===== src/rtl/brk_consts.svh =====
/*
 Register offsets, field positions, reset values and bit counts of the
 break generator. Assumes inclusion by bare name from rtl/.
*/
`ifndef BRK_CONSTS_SVH
`define BRK_CONSTS_SVH
`define OFF_CTRL_ONE 3'h0
`define OFF_CTRL_TWO 3'h1
`define OFF_CTRL_THREE 3'h2
`define OFF_BAUD_DIV 3'h3
`define OFF_TX_DATA 3'h4
`define OFF_STATUS 3'h5
`define BIT_WORD_LONG 0
`define BIT_TE 0
`define BIT_SBK 1
`define BIT_LIN_EN 0
`define RST_BAUD_DIV 16'h0001
`define BITS_SHORT 4'hA
`define BITS_LONG 4'hB
`define BITS_LIN 4'hD
`define LIN_SYNCH_BITS 4'hA
`define LIN_HEADER_MAX 6'h31
`endif


===== src/rtl/brk_pkg.sv =====
/*
 Types shared by the break generator: transmitter states and the
 packed control word. Assumes nothing of its surroundings.
*/
package brk_pkg;
    typedef enum logic [1:0] {
        ST_IDLE = 2'b00,
        ST_IDLE_LINE = 2'b01,
        ST_BREAK = 2'b10,
        ST_CHAR = 2'b11
    } tx_state_t;
    typedef struct packed {
        logic word_long;
        logic lin_en;
        logic te;
        logic send_break_request;
    } ctrl_t;
endpackage


===== src/rtl/sci_break_generator.sv =====
/*
 Serial transmitter with break, idle-line and character generation and a
 LIN master break length. Assumes a simple register port master that
 keeps strobes one cycle long, and a single 200 MHz clock.
*/
// Summary of operation
// Word length short, LIN enable clear: each break holds the line low exactly 10 bit times.
// Word length long: each break holds the line low exactly 11 bit times.
// Software requests one break by writing the break bit one, then zero.
// While the break bit stays set, breaks follow one another.
// LIN master when LIN enable set and word length short.
// LIN master break holds the line low for 13 bit times.
// Toggling transmitter enable queues an idle line sent before a following break.
// Software masks interrupts around the enable toggle and break request.
// LIN break at least 13 bits; break plus synch within 49 bits.
// Break length exact at any divisor; one request never gives two breaks.
// With nothing to send, the output rests at the mark level.
`timescale 1ns/100ps
`include "brk_consts.svh"
module sci_break_generator #(
    parameter int DIV_W = 16
) (
    input wire logic clock_in,
    input wire logic reset_in,
    input wire logic clk_en_in,
    input wire logic [2:0] addr_in,
    input wire logic [15:0] wdata_in,
    input wire logic wr_in,
    input wire logic rd_in,
    output logic [15:0] rdata_out,
    output logic tx_out
);
    import brk_pkg::*;

    function automatic logic hit(input logic stb, input logic [2:0] a,
                                 input logic [2:0] off);
        hit = stb && (a == off);
    endfunction

    ctrl_t ctrl_r, ctrl_nxt;
    logic [DIV_W-1:0] div_r, div_nxt;
    logic [8:0] data_r, data_nxt;
    logic data_full_r, data_full_nxt;
    logic brk_pend_r, brk_pend_nxt;
    logic idle_pend_r, idle_pend_nxt;
    logic [15:0] rdata_r, rdata_nxt;
    tx_state_t state_r, state_nxt;
    logic [DIV_W-1:0] baud_cnt_r, baud_cnt_nxt;
    logic [DIV_W-1:0] cur_div_r, cur_div_nxt;
    logic [3:0] bits_left_r, bits_left_nxt;
    logic [3:0] brk_bits_r, brk_bits_nxt;
    logic [10:0] shift_r, shift_nxt;
    logic tx_r, tx_nxt;
    logic sbk_rise, te_rise, lin_master, bit_end, sym_done, pick, start_brk;
    logic [3:0] brk_len, frame_len;

    assign lin_master = ctrl_r.lin_en && !ctrl_r.word_long;
    assign brk_len = lin_master ? `BITS_LIN
                   : (ctrl_r.word_long ? `BITS_LONG : `BITS_SHORT);
    assign frame_len = ctrl_r.word_long ? `BITS_LONG : `BITS_SHORT;
    assign sbk_rise = hit(wr_in, addr_in, `OFF_CTRL_TWO) && wdata_in[`BIT_SBK]
                      && !ctrl_r.send_break_request;
    assign te_rise = hit(wr_in, addr_in, `OFF_CTRL_TWO) && wdata_in[`BIT_TE]
                     && !ctrl_r.te;
    assign bit_end = (state_r != ST_IDLE) && (baud_cnt_r == cur_div_r - 1'b1);
    assign sym_done = bit_end && (bits_left_r == 4'h1);
    assign pick = (state_r == ST_IDLE) || sym_done;
    // Idle line outranks a break so the queued idle always goes first
    assign start_brk = pick && ctrl_r.te && !idle_pend_r
                       && (brk_pend_r || ctrl_r.send_break_request);

    // Register group
    always_comb begin
        ctrl_nxt = ctrl_r;
        div_nxt = div_r;
        data_nxt = data_r;
        data_full_nxt = data_full_r;
        brk_pend_nxt = brk_pend_r;
        idle_pend_nxt = idle_pend_r;
        rdata_nxt = 16'h0000;
        if (hit(wr_in, addr_in, `OFF_CTRL_ONE)) begin
            ctrl_nxt.word_long = wdata_in[`BIT_WORD_LONG];
        end else if (hit(wr_in, addr_in, `OFF_CTRL_TWO)) begin
            ctrl_nxt.te = wdata_in[`BIT_TE];
            ctrl_nxt.send_break_request = wdata_in[`BIT_SBK];
        end else if (hit(wr_in, addr_in, `OFF_CTRL_THREE)) begin
            ctrl_nxt.lin_en = wdata_in[`BIT_LIN_EN];
        end else if (hit(wr_in, addr_in, `OFF_BAUD_DIV)) begin
            div_nxt = wdata_in[DIV_W-1:0];
        end
        // Transmitter off drops a queued break and idle line; a queued character stays
        if (!ctrl_r.te) begin
            brk_pend_nxt = 1'b0;
            idle_pend_nxt = 1'b0;
        end
        // A pending request is consumed once, so set-then-clear gives one break
        if (start_brk) begin
            brk_pend_nxt = 1'b0;
        end
        if (pick && ctrl_r.te && idle_pend_r) begin
            idle_pend_nxt = 1'b0;
        end
        if (pick && ctrl_r.te && !idle_pend_r && !brk_pend_r && !ctrl_r.send_break_request
            && data_full_r) begin
            data_full_nxt = 1'b0;
        end
        // Set wins over the same-cycle clear
        if (sbk_rise) begin
            brk_pend_nxt = 1'b1;
        end
        if (te_rise) begin
            idle_pend_nxt = 1'b1;
        end
        // A write while full is refused; software polls the empty flag
        if (hit(wr_in, addr_in, `OFF_TX_DATA) && !data_full_r) begin
            data_nxt = wdata_in[8:0];
            data_full_nxt = 1'b1;
        end
        if (rd_in) begin
            if (addr_in == `OFF_CTRL_ONE) begin
                rdata_nxt[`BIT_WORD_LONG] = ctrl_r.word_long;
            end else if (addr_in == `OFF_CTRL_TWO) begin
                rdata_nxt[`BIT_TE] = ctrl_r.te;
                rdata_nxt[`BIT_SBK] = ctrl_r.send_break_request;
            end else if (addr_in == `OFF_CTRL_THREE) begin
                rdata_nxt[`BIT_LIN_EN] = ctrl_r.lin_en;
            end else if (addr_in == `OFF_BAUD_DIV) begin
                rdata_nxt[DIV_W-1:0] = div_r;
            end else if (addr_in == `OFF_TX_DATA) begin
                rdata_nxt[8:0] = data_r;
            end else if (addr_in == `OFF_STATUS) begin
                rdata_nxt[5:0] = {idle_pend_r, brk_pend_r, state_r,
                                  state_r != ST_IDLE, !data_full_r};
            end
        end
    end

    always_ff @(posedge clock_in) begin
        if (reset_in) begin
            ctrl_r <= '0;
            div_r <= `RST_BAUD_DIV;
            data_r <= 9'h000;
            data_full_r <= 1'b0;
            brk_pend_r <= 1'b0;
            idle_pend_r <= 1'b0;
            rdata_r <= 16'h0000;
        end else if (clk_en_in) begin
            ctrl_r <= ctrl_nxt;
            div_r <= div_nxt;
            data_r <= data_nxt;
            data_full_r <= data_full_nxt;
            brk_pend_r <= brk_pend_nxt;
            idle_pend_r <= idle_pend_nxt;
            rdata_r <= rdata_nxt;
        end
    end

    // Transmitter group
    always_comb begin
        state_nxt = state_r;
        baud_cnt_nxt = baud_cnt_r;
        cur_div_nxt = cur_div_r;
        bits_left_nxt = bits_left_r;
        brk_bits_nxt = brk_bits_r;
        shift_nxt = shift_r;
        if (state_r != ST_IDLE) begin
            baud_cnt_nxt = bit_end ? '0 : baud_cnt_r + 1'b1;
            if (bit_end) begin
                bits_left_nxt = bits_left_r - 4'h1;
                shift_nxt = {1'b1, shift_r[10:1]};
            end
        end
        if (pick) begin
            // Divisor latched per symbol and counter restarted: exact length
            cur_div_nxt = (div_r == '0) ? {{(DIV_W-1){1'b0}}, 1'b1} : div_r;
            baud_cnt_nxt = '0;
            shift_nxt = 11'h7FF;
            if (!ctrl_r.te) begin
                state_nxt = ST_IDLE;
            end else if (idle_pend_r) begin
                state_nxt = ST_IDLE_LINE;
                bits_left_nxt = frame_len;
            end else if (brk_pend_r || ctrl_r.send_break_request) begin
                state_nxt = ST_BREAK;
                bits_left_nxt = brk_len;
                brk_bits_nxt = brk_len;
            end else if (data_full_r) begin
                state_nxt = ST_CHAR;
                bits_left_nxt = frame_len;
                shift_nxt = {1'b1, ctrl_r.word_long ? data_r[8] : 1'b1,
                             data_r[7:0], 1'b0};
            end else begin
                state_nxt = ST_IDLE;
            end
        end
        case (state_nxt)
            ST_BREAK: tx_nxt = 1'b0;
            ST_CHAR: tx_nxt = shift_nxt[0];
            default: tx_nxt = 1'b1;
        endcase
    end

    always_ff @(posedge clock_in) begin
        if (reset_in) begin
            state_r <= ST_IDLE;
            baud_cnt_r <= '0;
            cur_div_r <= `RST_BAUD_DIV;
            bits_left_r <= 4'h0;
            brk_bits_r <= 4'h0;
            shift_r <= 11'h7FF;
            tx_r <= 1'b1;
        end else if (clk_en_in) begin
            state_r <= state_nxt;
            baud_cnt_r <= baud_cnt_nxt;
            cur_div_r <= cur_div_nxt;
            bits_left_r <= bits_left_nxt;
            brk_bits_r <= brk_bits_nxt;
            shift_r <= shift_nxt;
            tx_r <= tx_nxt;
        end
    end

    assign tx_out = tx_r;
    assign rdata_out = rdata_r;

    // Checking helpers: cycles spent in the current break
    int brk_cyc_r;
    always_ff @(posedge clock_in) begin
        if (reset_in) begin
            brk_cyc_r <= 0;
        end else if (clk_en_in) begin
            brk_cyc_r <= start_brk ? 0 : brk_cyc_r + 1;
        end
    end
    int brk_need;
    assign brk_need = int'(brk_bits_r) * int'(cur_div_r);

    // Checking helpers: idle line cycles and due length, latched at its start
    int idle_cyc_r;
    int idle_need_r;
    always_ff @(posedge clock_in) begin
        if (reset_in) begin
            idle_cyc_r <= 0;
            idle_need_r <= 0;
        end else if (clk_en_in) begin
            idle_cyc_r <= (pick && state_nxt == ST_IDLE_LINE) ? 0 : idle_cyc_r + 1;
            if (pick && state_nxt == ST_IDLE_LINE) begin
                idle_need_r <= int'(frame_len) * int'(cur_div_nxt);
            end
        end
    end
endmodule // sci_break_generator


===== config.mk =====
export PLATFORM = sky130hd
export DESIGN_NAME = sci_break_generator
export DESIGN_NICKNAME = d
export VERILOG_FILES = /design/src/rtl/brk_pkg.sv /design/src/rtl/sci_break_generator.sv
export VERILOG_INCLUDE_DIRS = /design/src /design/src/rtl
export SDC_FILE = /design/constraint.sdc
export NUM_CORES = 1
export LEC_CHECK = 0
export ABC_AREA = 0
export BUFFER_PORTS_ARGS = -buffer_cell sky130_fd_sc_hd__buf_4
export CAP_MARGIN = 20
export CORE_MARGIN = 2
export CORE_UTILIZATION = 48
export CTS_CLUSTER_SIZE = 30
export DETAILED_ROUTE_END_ITERATION = 7
export PLACE_DENSITY = 0.75
export SLEW_MARGIN = 0
export SYNTH_ARGS = -nofsm -noshare
export SYNTH_HDL_FRONTEND = slang
export SYNTH_SLANG_ARGS = --single-unit

===== constraint.sdc =====
create_clock -name clock_in -period 4.6 [get_ports clock_in]
set_clock_uncertainty 0.15 [all_clocks]
set_input_delay 0 -clock clock_in [delete_from_list [all_inputs] [get_ports clock_in]]
set_output_delay 0 -clock clock_in [all_outputs]
set_load 0.005 [all_outputs]

==> flow_summary.json <==
{
  "yosys.area.top_type": "sky130_fd_sc_hd__dfxtp_1",
  "grt_overflow_total": 0,
  "cp_data_required_time_ns": 4.71,
  "wl_met1_um": 5410,
  "route.top_layer_used": "met4",
  "timing.critical_path.slowest_stage_cell": "sky130_fd_sc_hd__nor3b_1",
  "post_dp_cell_area_um2": 5170,
  "timing.setup.tns_ns": 0,
  "floorplan.die_area_um2": 10900,
  "timing.critical_path.from_type": "flop",
  "grt_antenna_before_repair": 0,
  "tritoncts": "done",
  "grt_pass1_vias": 4153,
  "ys_top_cells_by_area": "sky130_fd_sc_hd__dfxtp_1 41%, sky130_fd_sc_hd__nor2_1 7.9%, sky130_fd_sc_hd__mux2i_1 6.8%",
  "rsz0062_at_grt": "no",
  "crit_path_cell_trace": "inv_1 > ha_1 > nor3b_1 > o21ai_0 > a32o_1 > a32oi_1 > nor4_4 > o21ai_2 > nand2_1 > or2_2",
  "post_dp_hpwl_um": 8250,
  "route.vias.total": 4396,
  "final_cell_area_um2": 5630,
  "synth.avg_cell_area_um2": 8.33,
  "max-cap-violations": 0,
  "critical-path-max-stage-delay_ns": 0.56,
  "timing.final.crit_share": 0.811,
  "hold_crit_class": "in2reg",
  "synth_seq_area_share": 0.406,
  "placedCellCount": 721,
  "cts-resized-gates": 0,
  "power_leakage_nw": 2.16,
  "met2_length_um": 5740,
  "finalHoldWorstSlack_ns": 0.0514,
  "critPathArrivalTime_ns": 3.83,
  "postCtsSetupRepairBufs": 0,
  "dr.first_iter.drc_count": 365,
  "clk_pin_slew_worst_paths_ns": 0.10,
  "syn_nets": 608,
  "clk_latency_ns": 0.38,
  "synthesis.yosys.warnings": 0,
  "run_status": "finished clean",
  "dr.pass1.iters": 5,
  "number_of_primary_i_o_pins": 41,
  "diodes": 0,
  "drt_drc_violations_left": 0,
  "detailroute.wirelength.met3_um": 778,
  "drive_gt1_frac": 0.113,
  "placeableCoreArea_um2": 9770,
  "die_h_um": 104,
  "vias_per_cell": 5.78,
  "starting_utilization_of_the_core_area": 0.494,
  "fin_cells": 761,
  "worstMarginPinSlew_ns": 1.06,
  "clockRootBuffer": "sky130_fd_sc_hd__clkbuf_8",
  "final.fill_count": 862,
  "fin_nets": 651,
  "synth_area_um2": 4830,
  "drv_slew": 0,
  "die_x_um": 104,
  "post-layout-total-power_mw": 1.68,
  "synth_cells": 580,
  "cts.path.max_buffers": 2,
  "p_per_area_nw_per_um2": 298,
  "syn2layout_area_growth_pct": 16.6,
  "yosys.cell_types.count": 63,
  "ant_nets": 0,
  "vdd.ir_drop.worst_v": 0.000181,
  "timing.slew.headroom": 0.289,
  "critPathKind": "reg2reg",
  "numCtsBuffers": 9,
  "core.rowCount": 36,
  "place_congestion": 0.915,
  "min_tclk_post_route_ns": 3.73,
  "global_route.usage.total": 0.223,
  "synth_edf_count": 0,
  "synth_top_area_share": 0.406,
  "cp-end-kind": "flop",
  "achievable-frequency_mhz": 268,
  "grt_pass1_wl_um": 20000,
  "cts-htree-levels": 3,
  "totalWireLength_um": 12100,
  "pin_count_of_the_biggest_net_entering_global_routing": 81,
  "timing.critical_path.fanout_max": 17,
  "synth-main-ff-cell": "sky130_fd_sc_hd__dfxtp_1",
  "register_bit_count_reported_by_yosys": 98,
  "route.detailed.wl_per_inst_um": 16.0,
  "async_reset_ff_frac": 0,
  "clock_sink_count": 98,
  "buffer_ports.inserted": 40,
  "count_of_endpoints_failing_hold_in_the_final_timing_report": 0,
  "setup_viol_count_final": 0
}
[layer usage]
metal,vias up,track usage
met5,-,0
met4,0,0.0859
met3,23,0.0420
met2,155,0.354
met1,2075,0.300
li1,2143,-
[cell usage after synthesis (3+ instances only)]
library cell               instances
sky130_fd_sc_hd__a21oi_1          37
sky130_fd_sc_hd__a22o_1            3
sky130_fd_sc_hd__a22oi_1          17
sky130_fd_sc_hd__a31oi_1           3
sky130_fd_sc_hd__a41oi_1           4
sky130_fd_sc_hd__and3_1            3
sky130_fd_sc_hd__buf_4             3
sky130_fd_sc_hd__clkbuf_1         29
sky130_fd_sc_hd__dfxtp_1          98
sky130_fd_sc_hd__ha_1              4
sky130_fd_sc_hd__inv_1             8
sky130_fd_sc_hd__mux2i_1          33
sky130_fd_sc_hd__nand2_1          64
sky130_fd_sc_hd__nand2b_1          5
sky130_fd_sc_hd__nand3_1          10
sky130_fd_sc_hd__nand4_1          12
sky130_fd_sc_hd__nor2_1          102
sky130_fd_sc_hd__nor2b_1           4
sky130_fd_sc_hd__nor3_1           11
sky130_fd_sc_hd__nor3b_1           6
sky130_fd_sc_hd__nor4_1            8
sky130_fd_sc_hd__o21ai_0          18
sky130_fd_sc_hd__o221ai_1          8
sky130_fd_sc_hd__or4_1             3
sky130_fd_sc_hd__xnor2_1          25
sky130_fd_sc_hd__xor2_1           14
[repair_timing]
item	CTS	global route
hold endpoints to repair	49	0
hold buffers	24	0
endpoints found under the setup margin	0	0
[power by group]
group	internal, mW	switching (mW)	leakage [nW]	total, mW
registers	0.863	0.0138	0.793	0.876
clock network	0.268	0.337	0.108	0.606
logic	0.0840	0.110	1.25	0.194
total	1.21	0.461	2.16	1.68
[state kept, by name, indices dropped and copies added (netlist names), 2 cells and up]
signal and cells:
ctrl_r 4, data_r 9, cur_div_r 16, state_r 2, shift_r 11, bits_left_r 4
baud_cnt_r 16, rdata_out 16, div_r 16
[critical path, delay by kind of cell (launching register included)]
kind	cells	cell delay (ns)
flops	1	0.38
fa+ha+maj	1	0.20
compound gates	4	1.25
buf+inv	1	0.08
simple gates	4	1.56
[logic make-up (layout without fill, tap and decap cells)]
logic type | Yosys count | after routing | share of synthesized area
AND/OR/NAND/NOR | 244 | 244 | 0.240
AO/OA/AOI/OAI | 117 | 117 | 0.162
flip-flops | 98 | 98 | 0.406
buffers and inverters | 44 | 92 | 0.0383
XOR/XNOR | 40 | 40 | 0.0756
multiplexers | 33 | 33 | 0.0684
adder cells (fa/ha/maj) | 4 | 4 | 0.0104
[per-stage QoR]
stage | setup slack, ns | util
5_1_grt | 0.642 | 0.576
3_3_place_gp | 1.01 | 0.529
3_5_place_dp | 0.920 | 0.529
4_1_cts | 0.895 | 0.576
2_1_floorplan | 1.33 | -
6_report | 0.871 | 0.576
[layout by cell type (no fill, tap or decap), types with 9 or more instances in the layout]
master	netlist	routed
sky130_fd_sc_hd__a21oi_1	37	37
sky130_fd_sc_hd__nand2_1	64	64
sky130_fd_sc_hd__buf_4	3	43
sky130_fd_sc_hd__o21ai_0	18	18
sky130_fd_sc_hd__dlygate4sd3_1	0	24
sky130_fd_sc_hd__nand4_1	12	12
sky130_fd_sc_hd__xor2_1	14	14
sky130_fd_sc_hd__xnor2_1	25	25
sky130_fd_sc_hd__nor3_1	11	11
sky130_fd_sc_hd__dfxtp_1	98	98
sky130_fd_sc_hd__clkbuf_8	0	9
sky130_fd_sc_hd__nand3_1	10	10
sky130_fd_sc_hd__mux2i_1	33	33
sky130_fd_sc_hd__nor2_1	102	102
sky130_fd_sc_hd__a22oi_1	17	17
[area by class of cell]
type,instances,area (µm²),area share
clock buffers,9,124,0.0220
repair buffers,67,563,0.100
multi-input cells,438,2690,0.477
well taps,133,166,0.0295
inverters,9,33.8,0.00600
flip-flops and latches,98,1960,0.348
clock inverters,7,96.3,0.0171
[path summary, 6_finish.rpt]
check / end / startpoint / cells after the start / slack, ns
setup reg to reg: shift_r[10] / cur_div_r[0] / 10 / 0.87
hold reg to reg: shift_r[10] / shift_r[10] / 1 / 0.31
hold / removal: data_r[3] / reset_in / 2 / 0.05
setup / recovery: shift_r[10] / cur_div_r[0] / 10 / 0.87
Power figures use the tool's default switching activity.
